**src/hw/asc_pkg.sv**
```systemverilog
// Constants, register map and types for the serial slot output block.
// Assumes one 10 MHz ref_clk domain; everything else is sampled.
package asc_pkg;

    // ------------------------------------------------------------
    // Register offsets
    // ------------------------------------------------------------
    localparam logic [7:0] ASC_OFS_FRAMING = 8'h07;
    localparam logic [7:0] ASC_OFS_OUT_B = 8'h08;
    localparam logic [7:0] ASC_OFS_CHAIN_ERR = 8'h09;
    localparam logic [7:0] ASC_OFS_INDEX_A = 8'h0b;
    localparam logic [7:0] ASC_OFS_STATUS = 8'h10;
    localparam logic [7:0] ASC_OFS_MASK = 8'h11;
    localparam logic [7:0] ASC_OFS_STATE = 8'h12;

    // ------------------------------------------------------------
    // Reset values
    // ------------------------------------------------------------
    localparam logic [7:0] ASC_RST_FRAMING = 8'h30;
    localparam logic [7:0] ASC_RST_ZERO = 8'h00;

    // ------------------------------------------------------------
    // Field positions
    // ------------------------------------------------------------
    localparam int ASC_FMT_LO = 6;
    localparam int ASC_WLEN_LO = 4;
    localparam int ASC_LSB_HALF_BIT = 7;
    localparam int ASC_KEEP_LO = 5;
    localparam int ASC_OFFSET_LO = 0;
    localparam int ASC_CHAIN_BIT = 7;
    localparam int ASC_FDD_BIT = 5;
    localparam int ASC_FRD_BIT = 4;
    localparam int ASC_LINE_BIT = 6;
    localparam int ASC_INDEX_LO = 0;
    localparam logic [7:0] ASC_FRAMING_MASK = 8'hf0;
    localparam logic [7:0] ASC_CHAIN_ERR_MASK = 8'hb0;
    localparam logic [7:0] ASC_CH1_MASK = 8'h7f;

    // Status / mask bits
    localparam int ASC_EV_FAULT = 0;
    localparam int ASC_EV_RESUME = 1;
    localparam int ASC_EV_WORD = 2;
    localparam int ASC_EV_N = 3;

    // ------------------------------------------------------------
    // Encodings
    // ------------------------------------------------------------
    localparam logic [1:0] ASC_FMT_TDM = 2'h0;
    localparam logic [1:0] ASC_FMT_I2S = 2'h1;
    localparam logic [1:0] ASC_FMT_LJ = 2'h2;
    localparam logic [1:0] ASC_KEEP_OFF = 2'h0;
    localparam logic [1:0] ASC_KEEP_ON = 2'h1;
    localparam logic [1:0] ASC_KEEP_ONE = 2'h2;
    localparam logic [1:0] ASC_KEEP_ONE_HALF = 2'h3;
    // Keeper hold in bit-clock half cycles
    localparam logic [1:0] ASC_KEEP_HALVES_ONE = 2'h2;
    localparam logic [1:0] ASC_KEEP_HALVES_ONE_HALF = 2'h3;
    localparam logic [5:0] ASC_RIGHT_BASE = 6'h20;
    localparam logic [11:0] ASC_I2S_DELAY = 12'h001;

    typedef enum logic [1:0] {
        ASC_RUN,
        ASC_FAULT,
        ASC_HOLD
    } asc_state_t;

    // Word and slot length in bits per code
    function automatic logic [5:0] asc_slot_bits(input logic [1:0] code);
        logic [5:0] r;
        r = 6'h20;
        unique case (code)
            2'h0: r = 6'h10;
            2'h1: r = 6'h14;
            2'h2: r = 6'h18;
            2'h3: r = 6'h20;
        endcase
        return r;
    endfunction : asc_slot_bits

endpackage : asc_pkg

```
**src/hw/asc_pin_sync.sv**
```systemverilog
// Two-stage synchroniser with edge detection for a group of pins.
// Assumes pins are asynchronous to ref_clk; edges come from stages two and three.
`timescale 1ns/10ps
module asc_pin_sync #(
    parameter int WIDTH = 3
) (
    // Clock and reset
    input wire logic ref_clk,
    input wire logic rst,
    // Pins and results
    input wire logic [WIDTH-1:0] pins,
    output logic [WIDTH-1:0] level,
    output logic [WIDTH-1:0] rise,
    output logic [WIDTH-1:0] fall
);
    typedef struct packed {
        logic [WIDTH-1:0] s1;
        logic [WIDTH-1:0] s2;
        logic [WIDTH-1:0] s3;
        logic [1:0] fill;
    } asc_sync_t;

    // Edges held off until all three stages hold real pin samples
    localparam logic [1:0] FILL_FULL = 2'h3;

    asc_sync_t q;
    asc_sync_t d;

    if (WIDTH < 1) begin : g_bad_width
        $error("asc_pin_sync: WIDTH must be at least 1");
    end

    always_comb begin
        d = q;
        d.s1 = pins;
        d.s2 = q.s1;
        d.s3 = q.s2;
        d.fill = (q.fill == FILL_FULL) ? q.fill : q.fill + 2'h1;
    end

    always_ff @(posedge ref_clk) begin
        if (rst) begin
            q <= '0;
        end else begin
            q <= d;
        end
    end

    assign level = q.s2;
    assign rise = (q.fill == FILL_FULL) ? (q.s2 & ~q.s3) : '0;
    assign fall = (q.fill == FILL_FULL) ? (~q.s2 & q.s3) : '0;
endmodule : asc_pin_sync

```
**src/hw/asc_slot_out.sv**
```systemverilog
// Serial audio output for channel 1 with slot placement, keeper and fault handling.
// Assumes bit clock and frame sync come from outside; data shift on bclk falling edges.
`timescale 1ns/10ps
module asc_slot_out
    import asc_pkg::*;
#(
    parameter int CNT_W = 12
) (
    // Clock and reset
    input wire logic ref_clk,
    input wire logic rst,
    // Register port
    input wire logic [7:0] reg_addr,
    input wire logic [7:0] reg_wr_data,
    input wire logic reg_wr,
    input wire logic reg_rd,
    output logic [7:0] reg_rd_data,
    // Audio word for channel 1
    input wire logic [31:0] sample_word,
    output logic sample_taken,
    // Link pins
    input wire logic bclk,
    input wire logic fsync,
    input wire logic chain_in,
    output logic primary_serial_out_o,
    output logic primary_serial_out_oe,
    output logic general_pin_one_o,
    output logic general_pin_one_oe,
    output logic keeper_en,
    // Interrupt
    output logic irq
);
    import asc_pkg::*;

    typedef struct packed {
        logic [7:0] framing;
        logic [7:0] out_b;
        logic [7:0] chain_err;
        logic [7:0] ch1;
        logic [ASC_EV_N-1:0] status;
        logic [ASC_EV_N-1:0] mask;
        asc_state_t state;
        logic fs_prev;
        logic chain_smp;
        logic right_half;
        logic [CNT_W-1:0] pos;
        logic [CNT_W-1:0] frame_cnt;
        logic [CNT_W-1:0] last_len;
        logic have_len;
        logic [31:0] word;
        logic lsb_active;
        logic [1:0] keep_cnt;
        logic prim_o;
        logic prim_oe;
        logic gp_o;
        logic gp_oe;
        logic keeper;
        logic irq;
        logic taken;
        logic [7:0] rd_data;
    } asc_regs_t;

    asc_regs_t q;
    asc_regs_t d;

    logic [2:0] pin_lvl;
    logic [2:0] pin_rise;
    logic [2:0] pin_fall;

    // ------------------------------------------------------------
    // Parameter check
    // ------------------------------------------------------------
    if (CNT_W < 12) begin : g_bad_cnt_w
        $error("asc_slot_out: CNT_W must be at least 12");
    end

    // ------------------------------------------------------------
    // Pin synchronisers
    // ------------------------------------------------------------
    asc_pin_sync #(
        .WIDTH(3)
    ) u_sync (
        .ref_clk(ref_clk),
        .rst(rst),
        .pins({chain_in, fsync, bclk}),
        .level(pin_lvl),
        .rise(pin_rise),
        .fall(pin_fall)
    );

    // ------------------------------------------------------------
    // Next state
    // ------------------------------------------------------------
    always_comb begin
        logic [1:0] fmt;
        logic [5:0] slen;
        logic [4:0] offset;
        logic [5:0] index;
        logic [5:0] slot_in_half;
        logic two_ch;
        logic ref_edge;
        logic other_edge;
        logic [CNT_W-1:0] start;
        logic [CNT_W-1:0] idx;
        logic in_slot;
        logic bit_val;
        logic cfg_wr;
        logic clean;
        logic [ASC_EV_N-1:0] ev;
        logic [ASC_EV_N-1:0] clr;

        d = q;
        fmt = q.framing[ASC_FMT_LO +: 2];
        slen = asc_slot_bits(q.framing[ASC_WLEN_LO +: 2]);
        offset = q.out_b[ASC_OFFSET_LO +: 5];
        index = q.ch1[ASC_INDEX_LO +: 6];
        // Reserved framing code is served as TDM
        two_ch = (fmt == ASC_FMT_I2S) || (fmt == ASC_FMT_LJ);
        slot_in_half = two_ch ? (index & ~ASC_RIGHT_BASE) : index;
        ev = '0;
        clr = '0;
        ref_edge = 1'b0;
        other_edge = 1'b0;
        in_slot = 1'b0;
        bit_val = 1'b0;
        idx = '0;
        clean = 1'b0;

        // Slot start: offset plus slot index times slot length
        start = CNT_W'(offset)
            + (CNT_W'(slot_in_half) * CNT_W'(slen));
        if (fmt == ASC_FMT_I2S) begin
            start = start + CNT_W'(ASC_I2S_DELAY);
        end

        // ----------------------------------------
        // Register writes
        // ----------------------------------------
        cfg_wr = 1'b0;
        if (reg_wr) begin
            unique case (reg_addr)
                ASC_OFS_FRAMING: begin
                    d.framing = reg_wr_data & ASC_FRAMING_MASK;
                    cfg_wr = 1'b1;
                end
                ASC_OFS_OUT_B: begin
                    d.out_b = reg_wr_data;
                    cfg_wr = 1'b1;
                end
                ASC_OFS_CHAIN_ERR: begin
                    d.chain_err = reg_wr_data & ASC_CHAIN_ERR_MASK;
                    cfg_wr = 1'b1;
                end
                ASC_OFS_INDEX_A: begin
                    d.ch1 = reg_wr_data & ASC_CH1_MASK;
                    cfg_wr = 1'b1;
                end
                ASC_OFS_STATUS: clr = reg_wr_data[ASC_EV_N-1:0];
                ASC_OFS_MASK: d.mask = reg_wr_data[ASC_EV_N-1:0];
                default: ;
            endcase
        end

        // ----------------------------------------
        // Register reads, data valid one cycle later
        // ----------------------------------------
        d.rd_data = 8'h00;
        if (reg_rd) begin
            unique case (reg_addr)
                ASC_OFS_FRAMING: d.rd_data = q.framing;
                ASC_OFS_OUT_B: d.rd_data = q.out_b;
                ASC_OFS_CHAIN_ERR: d.rd_data = q.chain_err;
                ASC_OFS_INDEX_A: d.rd_data = q.ch1;
                ASC_OFS_STATUS: d.rd_data = 8'(q.status);
                ASC_OFS_MASK: d.rd_data = 8'(q.mask);
                ASC_OFS_STATE: d.rd_data = 8'(q.state);
                default: d.rd_data = 8'h00;
            endcase
        end

        // Latch pulse lasts one cycle
        d.taken = 1'b0;

        // ----------------------------------------
        // Rising bit-clock edge: sample frame sync and chain input
        // ----------------------------------------
        if (pin_rise[0]) begin
            d.fs_prev = pin_lvl[1];
            d.chain_smp = pin_lvl[2];
            if (fmt == ASC_FMT_I2S) begin
                ref_edge = q.fs_prev && !pin_lvl[1];
                other_edge = !q.fs_prev && pin_lvl[1];
            end else begin
                ref_edge = !q.fs_prev && pin_lvl[1];
                other_edge = q.fs_prev && !pin_lvl[1];
            end
            // Half-cycle last bit: release line mid-bit
            if (q.lsb_active && q.out_b[ASC_LSB_HALF_BIT]) begin
                d.prim_oe = 1'b0;
                d.gp_oe = 1'b0;
            end
            if (q.keep_cnt != 2'h0) begin
                d.keep_cnt = q.keep_cnt - 2'h1;
            end
            if (ref_edge) begin
                clean = q.have_len && (q.frame_cnt == q.last_len);
                // Frame length changed: bus error
                if (q.have_len && !clean && q.state == ASC_RUN
                        && !q.chain_err[ASC_FDD_BIT]) begin
                    d.state = ASC_FAULT;
                    ev[ASC_EV_FAULT] = 1'b1;
                end
                if (q.state == ASC_FAULT && clean) begin
                    if (q.chain_err[ASC_FRD_BIT]) begin
                        d.state = ASC_HOLD;
                    end else begin
                        d.state = ASC_RUN;
                        ev[ASC_EV_RESUME] = 1'b1;
                    end
                end
                d.last_len = q.frame_cnt;
                d.have_len = 1'b1;
                d.frame_cnt = '0;
                d.pos = '0;
                d.right_half = 1'b0;
                d.word = sample_word;
                d.taken = 1'b1;
                ev[ASC_EV_WORD] = 1'b1;
            end else if (other_edge && two_ch) begin
                d.pos = '0;
                d.right_half = 1'b1;
            end
        end

        // ----------------------------------------
        // Falling bit-clock edge: launch the next bit
        // ----------------------------------------
        if (pin_fall[0]) begin
            idx = q.pos - start;
            in_slot = (q.state == ASC_RUN) && (q.pos >= start)
                && (idx < CNT_W'(slen))
                && (!two_ch || (q.right_half == index[5]));
            bit_val = q.word[5'(CNT_W'(slen) - 1'b1 - idx)];
            d.lsb_active = in_slot && (idx == CNT_W'(slen) - 1'b1);
            if (q.keep_cnt != 2'h0) begin
                d.keep_cnt = q.keep_cnt - 2'h1;
            end
            if (d.lsb_active) begin
                unique case (q.out_b[ASC_KEEP_LO +: 2])
                    ASC_KEEP_ONE: d.keep_cnt = ASC_KEEP_HALVES_ONE;
                    ASC_KEEP_ONE_HALF: d.keep_cnt = ASC_KEEP_HALVES_ONE_HALF;
                    ASC_KEEP_OFF, ASC_KEEP_ON: d.keep_cnt = 2'h0;
                endcase
            end
            d.prim_o = 1'b0;
            d.prim_oe = 1'b0;
            d.gp_o = 1'b0;
            d.gp_oe = 1'b0;
            if (in_slot && q.ch1[ASC_LINE_BIT]) begin
                d.gp_o = bit_val;
                d.gp_oe = 1'b1;
            end else if (in_slot) begin
                d.prim_o = bit_val;
                d.prim_oe = 1'b1;
            end
            // Daisy chain: pass upstream data on the primary line except during own slot on that line
            if (!(in_slot && !q.ch1[ASC_LINE_BIT])
                    && q.chain_err[ASC_CHAIN_BIT]) begin
                d.prim_o = q.chain_smp;
                d.prim_oe = 1'b1;
            end
            // Counters saturate instead of wrapping on overlong frames
            if (q.pos != '1) begin
                d.pos = q.pos + 1'b1;
            end
            if (q.frame_cnt != '1) begin
                d.frame_cnt = q.frame_cnt + 1'b1;
            end
        end

        // ----------------------------------------
        // Hold after error until host reprograms
        // ----------------------------------------
        if (q.state == ASC_HOLD && cfg_wr) begin
            d.state = ASC_RUN;
            d.have_len = 1'b0;
            ev[ASC_EV_RESUME] = 1'b1;
        end
        if (q.state != ASC_RUN && !in_slot && !q.chain_err[ASC_CHAIN_BIT]
                && pin_fall[0]) begin
            d.prim_oe = 1'b0;
        end

        // Keeper always on, or while the half-period count runs
        d.keeper = (q.out_b[ASC_KEEP_LO +: 2] == ASC_KEEP_ON)
            || (d.keep_cnt != 2'h0);

        // Sticky status, set wins over clear
        d.status = (q.status & ~clr) | ev;
        d.irq = |(d.status & d.mask);
    end

    // ------------------------------------------------------------
    // State register
    // ------------------------------------------------------------
    always_ff @(posedge ref_clk) begin
        if (rst) begin
            q <= '0;
            q.framing <= ASC_RST_FRAMING;
            q.out_b <= ASC_RST_ZERO;
            q.chain_err <= ASC_RST_ZERO;
            q.ch1 <= ASC_RST_ZERO;
            q.state <= ASC_RUN;
        end else begin
            q <= d;
        end
    end

    // ------------------------------------------------------------
    // Outputs
    // ------------------------------------------------------------
    assign reg_rd_data = q.rd_data;
    assign sample_taken = q.taken;
    assign primary_serial_out_o = q.prim_o;
    assign primary_serial_out_oe = q.prim_oe;
    assign general_pin_one_o = q.gp_o;
    assign general_pin_one_oe = q.gp_oe;
    assign keeper_en = q.keeper;
    assign irq = q.irq;
endmodule : asc_slot_out

```
**config.mk**
```make
export PLATFORM = sky130hd
export DESIGN_NAME = asc_slot_out
export DESIGN_NICKNAME = d
export VERILOG_FILES = /design/src/hw/asc_pkg.sv /design/src/hw/asc_pin_sync.sv /design/src/hw/asc_slot_out.sv
export SDC_FILE = /design/constraint.sdc
export NUM_CORES = 1
export LEC_CHECK = 0
export ABC_AREA = 1
export BUFFER_PORTS_ARGS = -buffer_cell sky130_fd_sc_hd__clkbuf_2
export CORE_AREA = 5 5 149 151
export DETAILED_ROUTE_END_ITERATION = 10
export DIE_AREA = 0 0 154 156
export SLEW_MARGIN = 20
export SYNTH_ARGS = -nofsm -noshare
export SYNTH_HDL_FRONTEND = slang
export SYNTH_SLANG_ARGS = --single-unit
```
**constraint.sdc**
```tcl
create_clock -name ref_clk -period 13.3 [get_ports ref_clk]
set_input_delay 2.66 -clock ref_clk [delete_from_list [all_inputs] [get_ports ref_clk]]
set_output_delay 2.66 -clock ref_clk [all_outputs]
set_load 0.01 [all_outputs]
```
* After elaboration in Yosys (flattened, before gate mapping)
Index checks and enable logic that the tools add are counted.
Word-level totals: flip-flop bits (word level) 129, input bits 55, output and inout bits 15
Cells by class: $add $sub $neg 9, multiply operators 1, magnitude comparators 3, equal/unequal tests 23, multiplexer cells 48, bitwise logic cells 10, reduce and logical (&&, ||, !) cells 57
Operators by type and width (count):
- $mux 69 | 1
- $mux 57 | 1
- $pmux 8 s7 | 1
- $add 12x1->12 const B | 3
- $mux 12 | 3
- $mux 13 | 2
- $eq 12x12->1 | 2
- $eq 8x4->1 const B | 3
- $eq 8x5->1 const B | 3
- $mux 24 | 1
- $ne 12x12->1 const B | 2
- $pmux 6 s4 | 1
- $mux 2 | 11
- $logic_and 1x1->1 | 20
- $mux 3 | 6
- $mux 1 | 17
- $eq 2x2->1 const B | 7
- $reduce_and 2->1 | 7
- $reduce_bool 2->1 | 7
- $add 5x12->12 | 1
- $ge 12x12->1 | 1
- $lt 12x6->1 | 1
- $mul 6x6->12 | 1
- $mux 6 | 2
- 23 further kinds | 47

* Depth between registers and ports, before layout
Gate-level depths: netlist (run 1).
word-level depth 18, gate-level depth with buffers 37, mapped depth without buffers 37

* Hierarchy
From an unflattened synthesis (run 1), not the netlist that was laid out.
Unflattened totals: cell total of the unflattened synthesis 1207, area, all modules 8315.5 sq um
Modules (own cells, without submodules):
- asc_slot_out | times used 1, cells each 1151, area an instance 7866.3 sq um, seq. area each 2402.3 sq um
- asc_pin_sync | times used 1, cells each 56, area an instance 449.2 sq um, seq. area each 220.2 sq um

* Least setup slack after synthesis (run 1)
OpenSTA, ideal clock, no wires.
kind flip-flop to flip-flop, start point reg q[126] (netlist bit), end point reg q, in the netlist primary_serial_out_o, arrival time 5297 ps, setup slack 7894 ps, stages on the path, launching flop included 35, clock period less this slack 5406 ps, path through dfxtp_1 > ha_1 > or2_2 > fa_1 > inv_1 > fa_1 > ha_1 > ha_1 > ha_1 > a21oi_1 > nand2_1 > a21oi_1 > o21ai_0 > xor2_1 > inv_1 > nand3_1 > nor2_1 > nand2_1 > nand2_1 > inv_1 > ha_1 > nand2_1 > nor2_2 > inv_1 > nor2_2 > nand2_1 > nand3_1 > nand2_1 > or2_4 > nor2_8 > nand3_2 > nand3_1 > nand3_1 > nand2_1 > inv_1
Between the ends: cells in the longest elaborated chain, start to end 14, elaborated cells on any way between the ends 26, those cells by class add/sub: 5; mul: 1; order compare: 2; eq/ne: 3; mux: 7; reduce/logical: 8
RTL lines:
- start: declaration | RTL line asc_slot_out.sv:63 | asc_regs_t q;
- $eq 2x2->1, or another cell as far along | RTL line asc_pkg.sv:71 | unique case (code)
- $pmux 6 s4 (*) | RTL line asc_pkg.sv:71
- parallel branches: the longest is 11 deep, another holds $mul 6x6->12
- $mux 2 (*) | RTL line asc_slot_out.sv:267 | if (!(in_slot && !q.ch1[ASC_LINE_BIT])
Every way passes the cells marked *. The select of a mux whose other input is x is not followed. A chain may end at the register's enable or synchronous reset.

* Final worst setup path (run 1)
start point reg q[126] (netlist bit), end point reg q, in the netlist keeper_en
Between the ends: cells in the longest elaborated chain, start to end 15, elaborated cells on any way between the ends 22, those cells by class add/sub: 4; mul: 1; order compare: 2; eq/ne: 4; mux: 4; reduce/logical: 7
RTL lines:
- $eq 2x2->1, or another cell as far along | RTL line asc_pkg.sv:71
- $pmux 6 s4 (*) | RTL line asc_pkg.sv:71
- $mul 6x6->12 | RTL line asc_slot_out.sv:131 | + (CNT_W'(slot_in_half) * CNT_W'(slen));
- $add 5x12->12 | RTL line asc_slot_out.sv:131
- $add 12x1->12 | RTL line asc_slot_out.sv:133 | start = start + CNT_W'(ASC_I2S_DELAY);
- $mux 12 | RTL line asc_slot_out.sv:132 | if (fmt == ASC_FMT_I2S) begin
- $sub 12x12->12 / $ge 12x12->1 (equally long branches) | RTL line asc_slot_out.sv:239, asc_slot_out.sv:240
- $lt 12x6->1 / $logic_and 1x1->1 (equally long branches) | RTL line asc_slot_out.sv:241, asc_slot_out.sv:240
- $logic_and 1x1->1 | RTL line asc_slot_out.sv:241 | && (idx < CNT_W'(slen))
- $logic_and 1x1->1 | RTL line asc_slot_out.sv:242 | && (!two_ch || (q.right_half == index[5]));
- $logic_and 1x1->1 (*) | RTL line asc_slot_out.sv:244 | d.lsb_active = in_slot && (idx == CNT_W'(slen) - 1'b1);
- $mux 2 (*) | RTL line asc_slot_out.sv:248 | if (d.lsb_active) begin
- $mux 6 (*) | RTL line asc_slot_out.sv:238 | if (pin_fall[0]) begin
- $reduce_bool 2->1 (*) | RTL line asc_slot_out.sv:296 | || (d.keep_cnt != 2'h0);
- $logic_or 1x1->1 (*) | RTL line asc_slot_out.sv:296
Mark *: on every way between the ends. The rest lies on a longest branch, timed or not. The select of a mux whose other input is x is not followed.

==> results of run 1 <==
[worst register-to-register path: cells and delay by family (launching register included)]
family,cells,cell delay (ps)
buffers and inverters,3,150
AO/OA/AOI/OAI,4,560
AND/OR/NAND/NOR,19,1910
flip-flops,1,330
adder cells (fa/ha/maj),7,2570
XOR/XNOR,1,270
[layout make-up]
type	instances	area, sq um
Fill cell	2178	11500
Multi-Input combinational cell	834	4730
Sequential cell	129	2580
Inverter	165	619
Clock buffer	20	457
Timing Repair Buffer	72	368
Tap cell	275	344
Clock inverter	10	63.8
[through the flow]
stage | setup WS, ps | instances
finish | 7400 | 1505
global route | 6820 | 1505
CTS | 7440 | 1505
detailed placement | 7430 | 1475
global placement | 7550 | 1475
floorplan | 7890 | 1169
[Yosys cell counts, types with 2 or more instances]
cell and n:
nand2_1 216, nor2_1 165, inv_1 150, dfxtp_1 129, nand3_1 86, o21ai_0 81
a21oi_1 62, ha_1 60, clkbuf_1 19, nand4_1 19, xor2_1 19, xnor2_1 14
inv_2 13, nand2_2 13, a211oi_1 10, buf_2 10, fa_1 10, buf_4 9
nor2_2 7, a221oi_1 6, nor3_1 5, nor4_1 5, nand3_2 4, nor3_2 4
o21ai_1 4, a2111oi_1 3, nor3b_1 3, o21ai_2 3, o221ai_1 3, o22ai_1 3
a22oi_1 2, a31oi_1 2, buf_6 2, clkinv_1 2, nand3b_1 2, nor2_4 2
nor2_8 2, o211ai_1 2, o21bai_1 2, o311ai_0 2
[registers in the layout, summed over array words and instances, names as in the netlist, 3 cells and up]
name and count:
reg_rd_data 8, u_sync.d 3, u_sync.q 3, u_sync.level 3, q 105
[routing by layer]
layer  share of wire  vias to the layer above  wire (um)
li1                -                     3909          -
met1            0.49                     3297       9920
met2            0.46                      153       9440
met3           0.035                       23        715
met4           0.014                        0        289
met5               0                        -          0
[final timing paths]
path | cells past startpoint | slack [ps] | to | startpoint
worst max register to register | 34 | 7400 | keeper_en | q[126]
worst min-delay path | 2 | 440 | u_sync.level[0] | u_sync.d[5]
worst min register to register | 2 | 440 | u_sync.level[0] | u_sync.d[5]
worst max-delay path | 34 | 7400 | keeper_en | q[126]
[power by group]
group	total (uW)	switching (uW)	internal (uW)
Sequential	391	1.70	390
Clock	416	172	244
Combinational	36.8	23.4	13.4
[logic make-up (layout without fill, tap and decap cells)]
group	count (synthesis)	in the layout	share of synthesized area
AOI/OAI and AO/OA	191	191	0.134
xor gates and xnor gates	33	33	0.0355
adders and majority gates	70	70	0.117
buffers and inverters	206	267	0.102
DFF	129	129	0.317
and+or+nand+nor	540	540	0.294
==> run metrics, run 1 <==
Slew @ Worst Pin 789 ps; clock skew 19.6 ps; Max-Cap Viols 0; Post-layout nets 1344; Setup violations, final 0; clock buffer count from CTS 17; Warnings, synthesis 0; met2 usage 0.281; Core Rows 53; IO Pins 70; vias in the first global route 7056; most frequent CP cell nand2_1; core box area 20700 sq um; fmax 0.170 GHz; ys async rst share 0; #FFs+latches synth 129; maximum vdd ir drop 0.0802 mV; routability congestion estimate 0.843; # diodes 0; initial core utilization 0.394; Syn Area/Cell 6.97 sq um; IO Port Bufs 69; clk_lat worst skew 420 ps; Die Wd 154 um; LEAKAGE 0.00435 uW; unrepaired setup endpoints after global routing false; CP arrival 6190 ps; critical path class reg -> reg; post_cts resized 0; layer with the highest usage met2; slowest stage cell on the critical path fa_1; Yosys top cell by area dfxtp_1; drt wl/cell 13.5 um; layout cell share with drive strength beyond 1 0.126; clock sinks 129; DR vias/cell 4.90; share of the synthesized area in the top cell type 0.317; Post-Synthesis Cells 1169; largest net degree at the start of global routing 77; first-pass GRT wire length 34000 um; design area 9170 sq um; Hold Crit Class reg -> reg; initial antenna violation count 0; first-pass detailed-route iteration total 5; routed wire length 20400 um; Max stage delay on crit path 500 ps; final hold vios 0; H-tree depth 4; Final HPWL DP 15300 um; total power 844 uW; number of flops mapped to enable cells by yosys 0; CP Capture Type flip-flop; setup TNS 0 ps; drt drc 0; CTS max path bufs 2; Die Ht 156 um; # Post-CTS Setup Buffers 0; vias 7382; clk root buf clkbuf_16; Crit Path Max Fanout 9; Cell Pwr Density 92.1 nW/um^2; status completed; Util after Layout 0.443; sequential element share of the synthesized area 0.317; CP delay by family, top adder cells; # hold bufs at CTS 0; Slew Limit Fails 0; max_slew headroom 0.473; commonest non-fill, non-tap cell in the layout nand2_1; Overall Global Routing Usage 0.171; placed inst area 8650 sq um; global-route track usage on met1 0.231; mapped cell area 8150 sq um; drt initial violations 377; syn nets 1294; crit share post-route 0.443; GR Overflow Total 0; Total Die Area 24000 sq um; Buf/Inv on CP 3; commonest non-fill, non-tap cells in the layout 216 x nand2_1, 165 x nor2_1, 149 x inv_1; clock transition at the registers of the reported paths 60 ps; Critical Path RT 13600 ps; synth-to-layout area growth 12.5%; Tmin final 5900 ps; crit start category flip-flop; CTS tree yes; met3 usage 0.0294; post-synth cell types 54; top cells by area, synth dfxtp_1 32%, nand2_1 9.9%, ha_1 9.2%; Fin Hold WS 438 ps; prevailing post-synth register cell dfxtp_1; remaining antenna violation count 0
No activity file was read; power rests on OpenSTA's default activity.
==> run 2, diff against run 1 <==
==> constraint.sdc (replaced) <==
create_clock -name ref_clk -period 5.1 [get_ports ref_clk]
set_input_delay 1.02 -clock ref_clk [delete_from_list [all_inputs] [get_ports ref_clk]]
set_output_delay 1.02 -clock ref_clk [all_outputs]
set_load 0.01 [all_outputs]
==> run metrics, run 2 (same netlist as run 1, synthesis figures left out) <==
Die Ht 156 um (unchanged); Switching Share 0.217 (-0.0156); clock buffer count from CTS 17 (unchanged); Slew Limit Fails 0 (unchanged); Top reg by flops q; hold_sp u_sync.d[6]; CP delay by family, top adder cells; Critical Path RT 5420 ps (-8180 ps); IO Port Bufs 69 (unchanged); area of the multi-input gates 4980 sq um (+5.2%); Internal Power 1840 uW (+180%); Seq. cell area 2590 sq um (+0.29%); Util after Layout 0.479 (+0.0355); drt drc 0 (unchanged); clk root buf clkbuf_16; Tmin final 5290 ps (-605 ps); LEAKAGE 0.00461 uW (+6.1%); routed wire length 21000 um (+3.1%); synth-to-layout area growth 21.5%; unrepaired setup endpoints after global routing true; crit share post-route 1.04 (+0.594); most frequent CP cell inv_1; Post-layout nets 1397 (+3.9%); initial core utilization 0.394 (unchanged); R2R depth 32 (-5.9%); switching pwr 512 uW (+160%); remaining antenna violation count 0 (unchanged); Setup WS post-layout -192 ps (-7600 ps); layout cell share with drive strength beyond 1 0.190 (+0.0640); max FFs per register 105 (unchanged); clock skew 15.5 ps (-4.02 ps); core box area 20700 sq um (unchanged); failing checks negative setup slack; Buf/Inv on CP 7 (+4); Final HPWL DP 15900 um (+3.9%); Cell Pwr Density 238 nW/um^2 (+160%); Hold Crit Class reg -> reg; vias in the first global route 7264 (+2.9%); IO Pins 70 (unchanged); initial antenna violation count 0 (unchanged); vias 7687 (+4.1%); Fin Hold WS 426 ps (-11.2 ps); drt wl/cell 13.5 um (-0.46%); pre-CTS setup slack -369 ps (-7800 ps); Die Wd 154 um (unchanged); clock transition at the registers of the reported paths 60 ps (about the same); Reg-to-Reg Start q[127]; maximum vdd ir drop 0.206 mV (+160%); Setup violations, final 8 (+8); final hold vios 0 (unchanged); drt initial violations 401 (+6.4%); CTS tree yes; Max stage delay on crit path 540 ps (+40 ps); crit start category flip-flop; largest net degree at the start of global routing 61 (-21%); Overall Global Routing Usage 0.177 (+0.00628); GR Overflow Total 0 (unchanged); status finished, violations left; Hold EP u_sync.level[1]; clk_lat worst skew 430 ps (about the same); # hold bufs at CTS 0 (unchanged); reg-to-reg slack, setup -190 ps (-7600 ps); DR vias/cell 4.93 (+0.52%); Slew @ Worst Pin 768 ps (-21.9 ps); Hold Path Depth 2 (unchanged); commonest non-fill, non-tap cells in the layout 213 x nand2_1, 162 x nor2_1, 144 x inv_1; first-pass GRT wire length 35100 um (+3.3%); Clock power frac 0.524 (+0.031); slowest stage cell on the critical path fa_1; CP arrival 5610 ps (-580 ps); Crit Path Max Fanout 4 (-5); # diodes 0 (unchanged); commonest non-fill, non-tap cell in the layout nand2_1; clock sinks 129 (unchanged); max_slew headroom 0.488 (+0.0146); CP Capture Type flip-flop; fmax 0.189 GHz (+11%); Seq pwr share 0.433 (-0.031); fill count 2165 (-0.60%); routability congestion estimate 0.927 (+10%); H-tree depth 4 (unchanged); first-pass detailed-route iteration total 5 (unchanged); critical path class reg -> reg; capture point of the worst reg-to-reg path primary_serial_out_o; Total Die Area 24000 sq um (unchanged); CTS max path bufs 2 (unchanged); combinational share of power 0.042 (-0.002); Max-Cap Viols 0 (unchanged); Core Rows 53 (unchanged)
## run 2: repair_timing
| item | 4_1_cts | 5_1_grt |
|---|---|---|
| pin swaps | 18 | 23 |
| endpoints found under the setup margin | 8 | 8 |
| setup buffers | 2 | 1 |
| resized for setup | 14 | 11 |
| hold endpoints to repair | 0 | 0 |
## run 2: final cells by class
type / instances / share of cell area
Tap cell: 275 / 0.0347
Timing Repair Buffer: 125 / 0.0777
Clock buffer: 21 / 0.0465
Sequential cell: 129 / 0.262
Multi-Input combinational cell: 834 / 0.503
Clock inverter: 10 / 0.0136
Inverter: 165 / 0.0628
## run 2: worst register-to-register path: cells and delay by family (launching register included)
family,cells,cell delay [ps]
adder cells (fa/ha/maj),7,2250
flip-flops,1,370
AO/OA/AOI/OAI,1,100
AND/OR/NAND/NOR,15,1560
XOR/XNOR,2,450
buffers and inverters,7,440
## run 2: how the worst max path moves through the flow
stage | depth (start not counted) | to | slack, ps | startpoint
after floorplan | 33 | primary_serial_out_o | 20 | q[126]
after global placement | 31 | primary_serial_out_o | -240 | q[126]
after detailed placement | 31 | primary_serial_out_o | -370 | q[126]
after CTS | 32 | keeper_en | -180 | q[127]
after global routing | 37 | keeper_en | -560 | q[126]
final | 32 | primary_serial_out_o | -190 | q[127]
## run 2: power by group through the flow
stage               sequential (uW)  combinational (uW)  clock, uW
floorplan                      1040                55.1          0
global placement               1040                97.9          0
detailed placement             1040                98.4          0
CTS                            1020                99.4       1260
global route                   1020                 113       1310
finish                         1020                 100       1230
## run 2: per-stage QoR
step                area, sq um  power, uW  setup TNS (ps)  std cells
finish                     9900       2350           -1090       1559
global route               9900       2440           -3900       1559
CTS                        9860       2380            -803       1558
detailed placement         9170       1140           -2460       1525
global placement           9170       1140           -1470       1525
floorplan                  8300       1100               0       1169
## run 2: per-layer routing
layer	vias up	wire, um	global-route usage
li1	4011	-	-
met1	3498	9840	0.231
met2	147	9920	0.296
met3	31	815	0.0316
met4	0	427	0.0614
met5	-	0	0
==> run 3, diff against run 2 <==
==> constraint.sdc (replaced) <==
create_clock -name ref_clk -period 6 [get_ports ref_clk]
set_input_delay 1.2 -clock ref_clk [delete_from_list [all_inputs] [get_ports ref_clk]]
set_output_delay 1.2 -clock ref_clk [all_outputs]
set_load 0.01 [all_outputs]
==> run metrics, run 3 (same netlist as run 1, synthesis figures left out) <==
vias in the first global route 7104 (-2.2%); routed wire length 21000 um (+0.19%); commonest non-fill, non-tap cell in the layout nand2_1; max_slew headroom 0.466 (-0.0217); CP endpoint primary_serial_out_o; first-pass detailed-route iteration total 6 (+1); switching pwr 451 uW (-12%); core box area 20700 sq um (unchanged); CTS tree yes; max FFs per register 105 (unchanged); LEAKAGE 0.00440 uW (-4.5%); drt initial violations 351 (-12%); CP Capture Type flip-flop; Hold Crit Class reg -> reg; Overall Global Routing Usage 0.174 (-0.00264); clock transition at the registers of the reported paths 60 ps (about the same); CTS max path bufs 2 (unchanged); largest net degree at the start of global routing 58 (-4.9%); maximum vdd ir drop 0.193 mV (-6.5%); crit start category flip-flop; status completed; Tmin final 5590 ps (+295 ps); Die Ht 156 um (unchanged); placed inst area 8650 sq um (-5.6%); fmax 0.179 GHz (-5.3%); Final HPWL DP 15700 um (-1.6%); Fin Hold WS 424 ps (-2.24 ps); initial core utilization 0.394 (unchanged); placed cells 1476 (-3.2%); fin cells 1510 (-3.1%); Seq pwr share 0.414 (-0.019); Slew Limit Fails 0 (unchanged); Reg-to-Reg Start q[126]; final hold vios 0 (unchanged); clock buffer count from CTS 17 (unchanged); total power 2090 uW (-11%); critical path class reg -> reg; # diodes 0 (unchanged); layout cell share with drive strength beyond 1 0.141 (-0.0491); DR vias/cell 4.97 (+0.80%); Core Rows 53 (unchanged); # hold bufs at CTS 0 (unchanged); CP arrival 5900 ps (+290 ps); drt drc 0 (unchanged); Crit Path Max Fanout 7 (+3); design area 9430 sq um (-4.8%); Max-Cap Viols 0 (unchanged); clk root buf clkbuf_16; Total Die Area 24000 sq um (unchanged); Internal Power 1640 uW (-11%); Cell Pwr Density 222 nW/um^2 (-6.6%); Slew @ Worst Pin 800 ps (+32.5 ps); Clock power frac 0.546 (+0.022); routability congestion estimate 0.892 (-3.8%); IO Pins 70 (unchanged); vias 7505 (-2.4%); drt wl/cell 13.9 um (+3.4%); synth-to-layout area growth 15.7%; Die Wd 154 um (unchanged); clk_lat worst skew 420 ps (about the same); R2R depth 32 (unchanged); Critical Path RT 6320 ps (+900 ps); initial antenna violation count 0 (unchanged); slowest stage cell on the critical path fa_1; Setup violations, final 0 (-8); GR Overflow Total 0 (unchanged); first-pass GRT wire length 34600 um (-1.6%); remaining antenna violation count 0 (unchanged); capture point of the worst reg-to-reg path primary_serial_out_o; Post-layout nets 1347 (-3.6%); clock skew 9.30 ps (-6.24 ps); commonest non-fill, non-tap cells in the layout 216 x nand2_1, 165 x nor2_1, 148 x inv_1; Setup crit start q[126]; H-tree depth 4 (unchanged); crit share post-route 0.931 (-0.107); Util after Layout 0.456 (-0.0227); combinational share of power 0.039 (-0.003); reg-to-reg slack, setup 410 ps (+610 ps); Switching Share 0.216 (-0.00178); IO Port Bufs 69 (unchanged); fill count 2185 (+0.92%); Top reg by flops q; Max stage delay on crit path 500 ps (-40 ps); clock sinks 129 (unchanged)
-- run 3: routing by layer --
| metal | up-vias | global-route usage | wire length (um) | share of wire |
|---|---|---|---|---|
| met1 | 3419 | 0.230 | 9980 | 0.47 |
| met2 | 148 | 0.293 | 10000 | 0.48 |
| met4 | 0 | 0.0530 | 277 | 0.013 |
| met5 | - | 0 | 0 | 0 |
| li1 | 3913 | - | - | - |
| met3 | 25 | 0.0300 | 778 | 0.037 |
-- run 3: what timing repair did --
| action | 4_1_cts | 5_1_grt |
|---|---|---|
| endpoints found under the setup margin | 0 | 8 |
| resized for setup | 0 | 18 |
| buffers inserted | 0 | 2 |
-- run 3: worst min-delay path by stage --
stage	startpoint	endpoint	slack, ps	depth (start not counted)
floorplan	u_sync.d[5]	u_sync.level[0]	390	2
global placement	u_sync.d[7]	u_sync.level[2]	430	2
detailed placement	u_sync.d[7]	u_sync.level[2]	420	2
CTS	u_sync.d[7]	u_sync.level[2]	430	2
global route	u_sync.d[7]	u_sync.level[2]	450	2
finish	u_sync.d[7]	u_sync.level[2]	420	2
-- run 3: worst max-delay path: cells and delay by family (launching register included) --
family                   cells  cell delay (ps)
AND/OR/NAND/NOR             16             1780
AO/OA/AOI/OAI                2              280
adder cells (fa/ha/maj)      7             2380
buffers and inverters        5              300
XOR/XNOR                     2              390
flip-flops                   1              360
-- run 3: layout make-up --
class / instances / area, sq um / area share
multi-input combinational: 834 / 4840 / 0.513
sequential: 129 / 2590 / 0.274
inverter: 165 / 619 / 0.0657
clock buffer: 19 / 443 / 0.0470
timing repair buffer: 75 / 390 / 0.0414
tap: 275 / 344 / 0.0365
clock inverter: 13 / 208 / 0.0220
-- run 3: power by group through the flow --
stage | combinational [uW] | sequential (uW) | clock [uW]
2_1_floorplan | 46.8 | 885 | 0
3_3_place_gp | 81.3 | 886 | 0
3_5_place_dp | 82.0 | 886 | 0
4_1_cts | 82.5 | 867 | 1160
5_1_grt | 93.3 | 867 | 1210
6_report | 82.4 | 867 | 1140
-- run 3: through the flow --
stage,setup WS [ps],TNS (ps)
2_1_floorplan,594,0
3_3_place_gp,330,0
3_5_place_dp,236,0
4_1_cts,215,0
5_1_grt,-0.703,-0.703
6_report,413,0
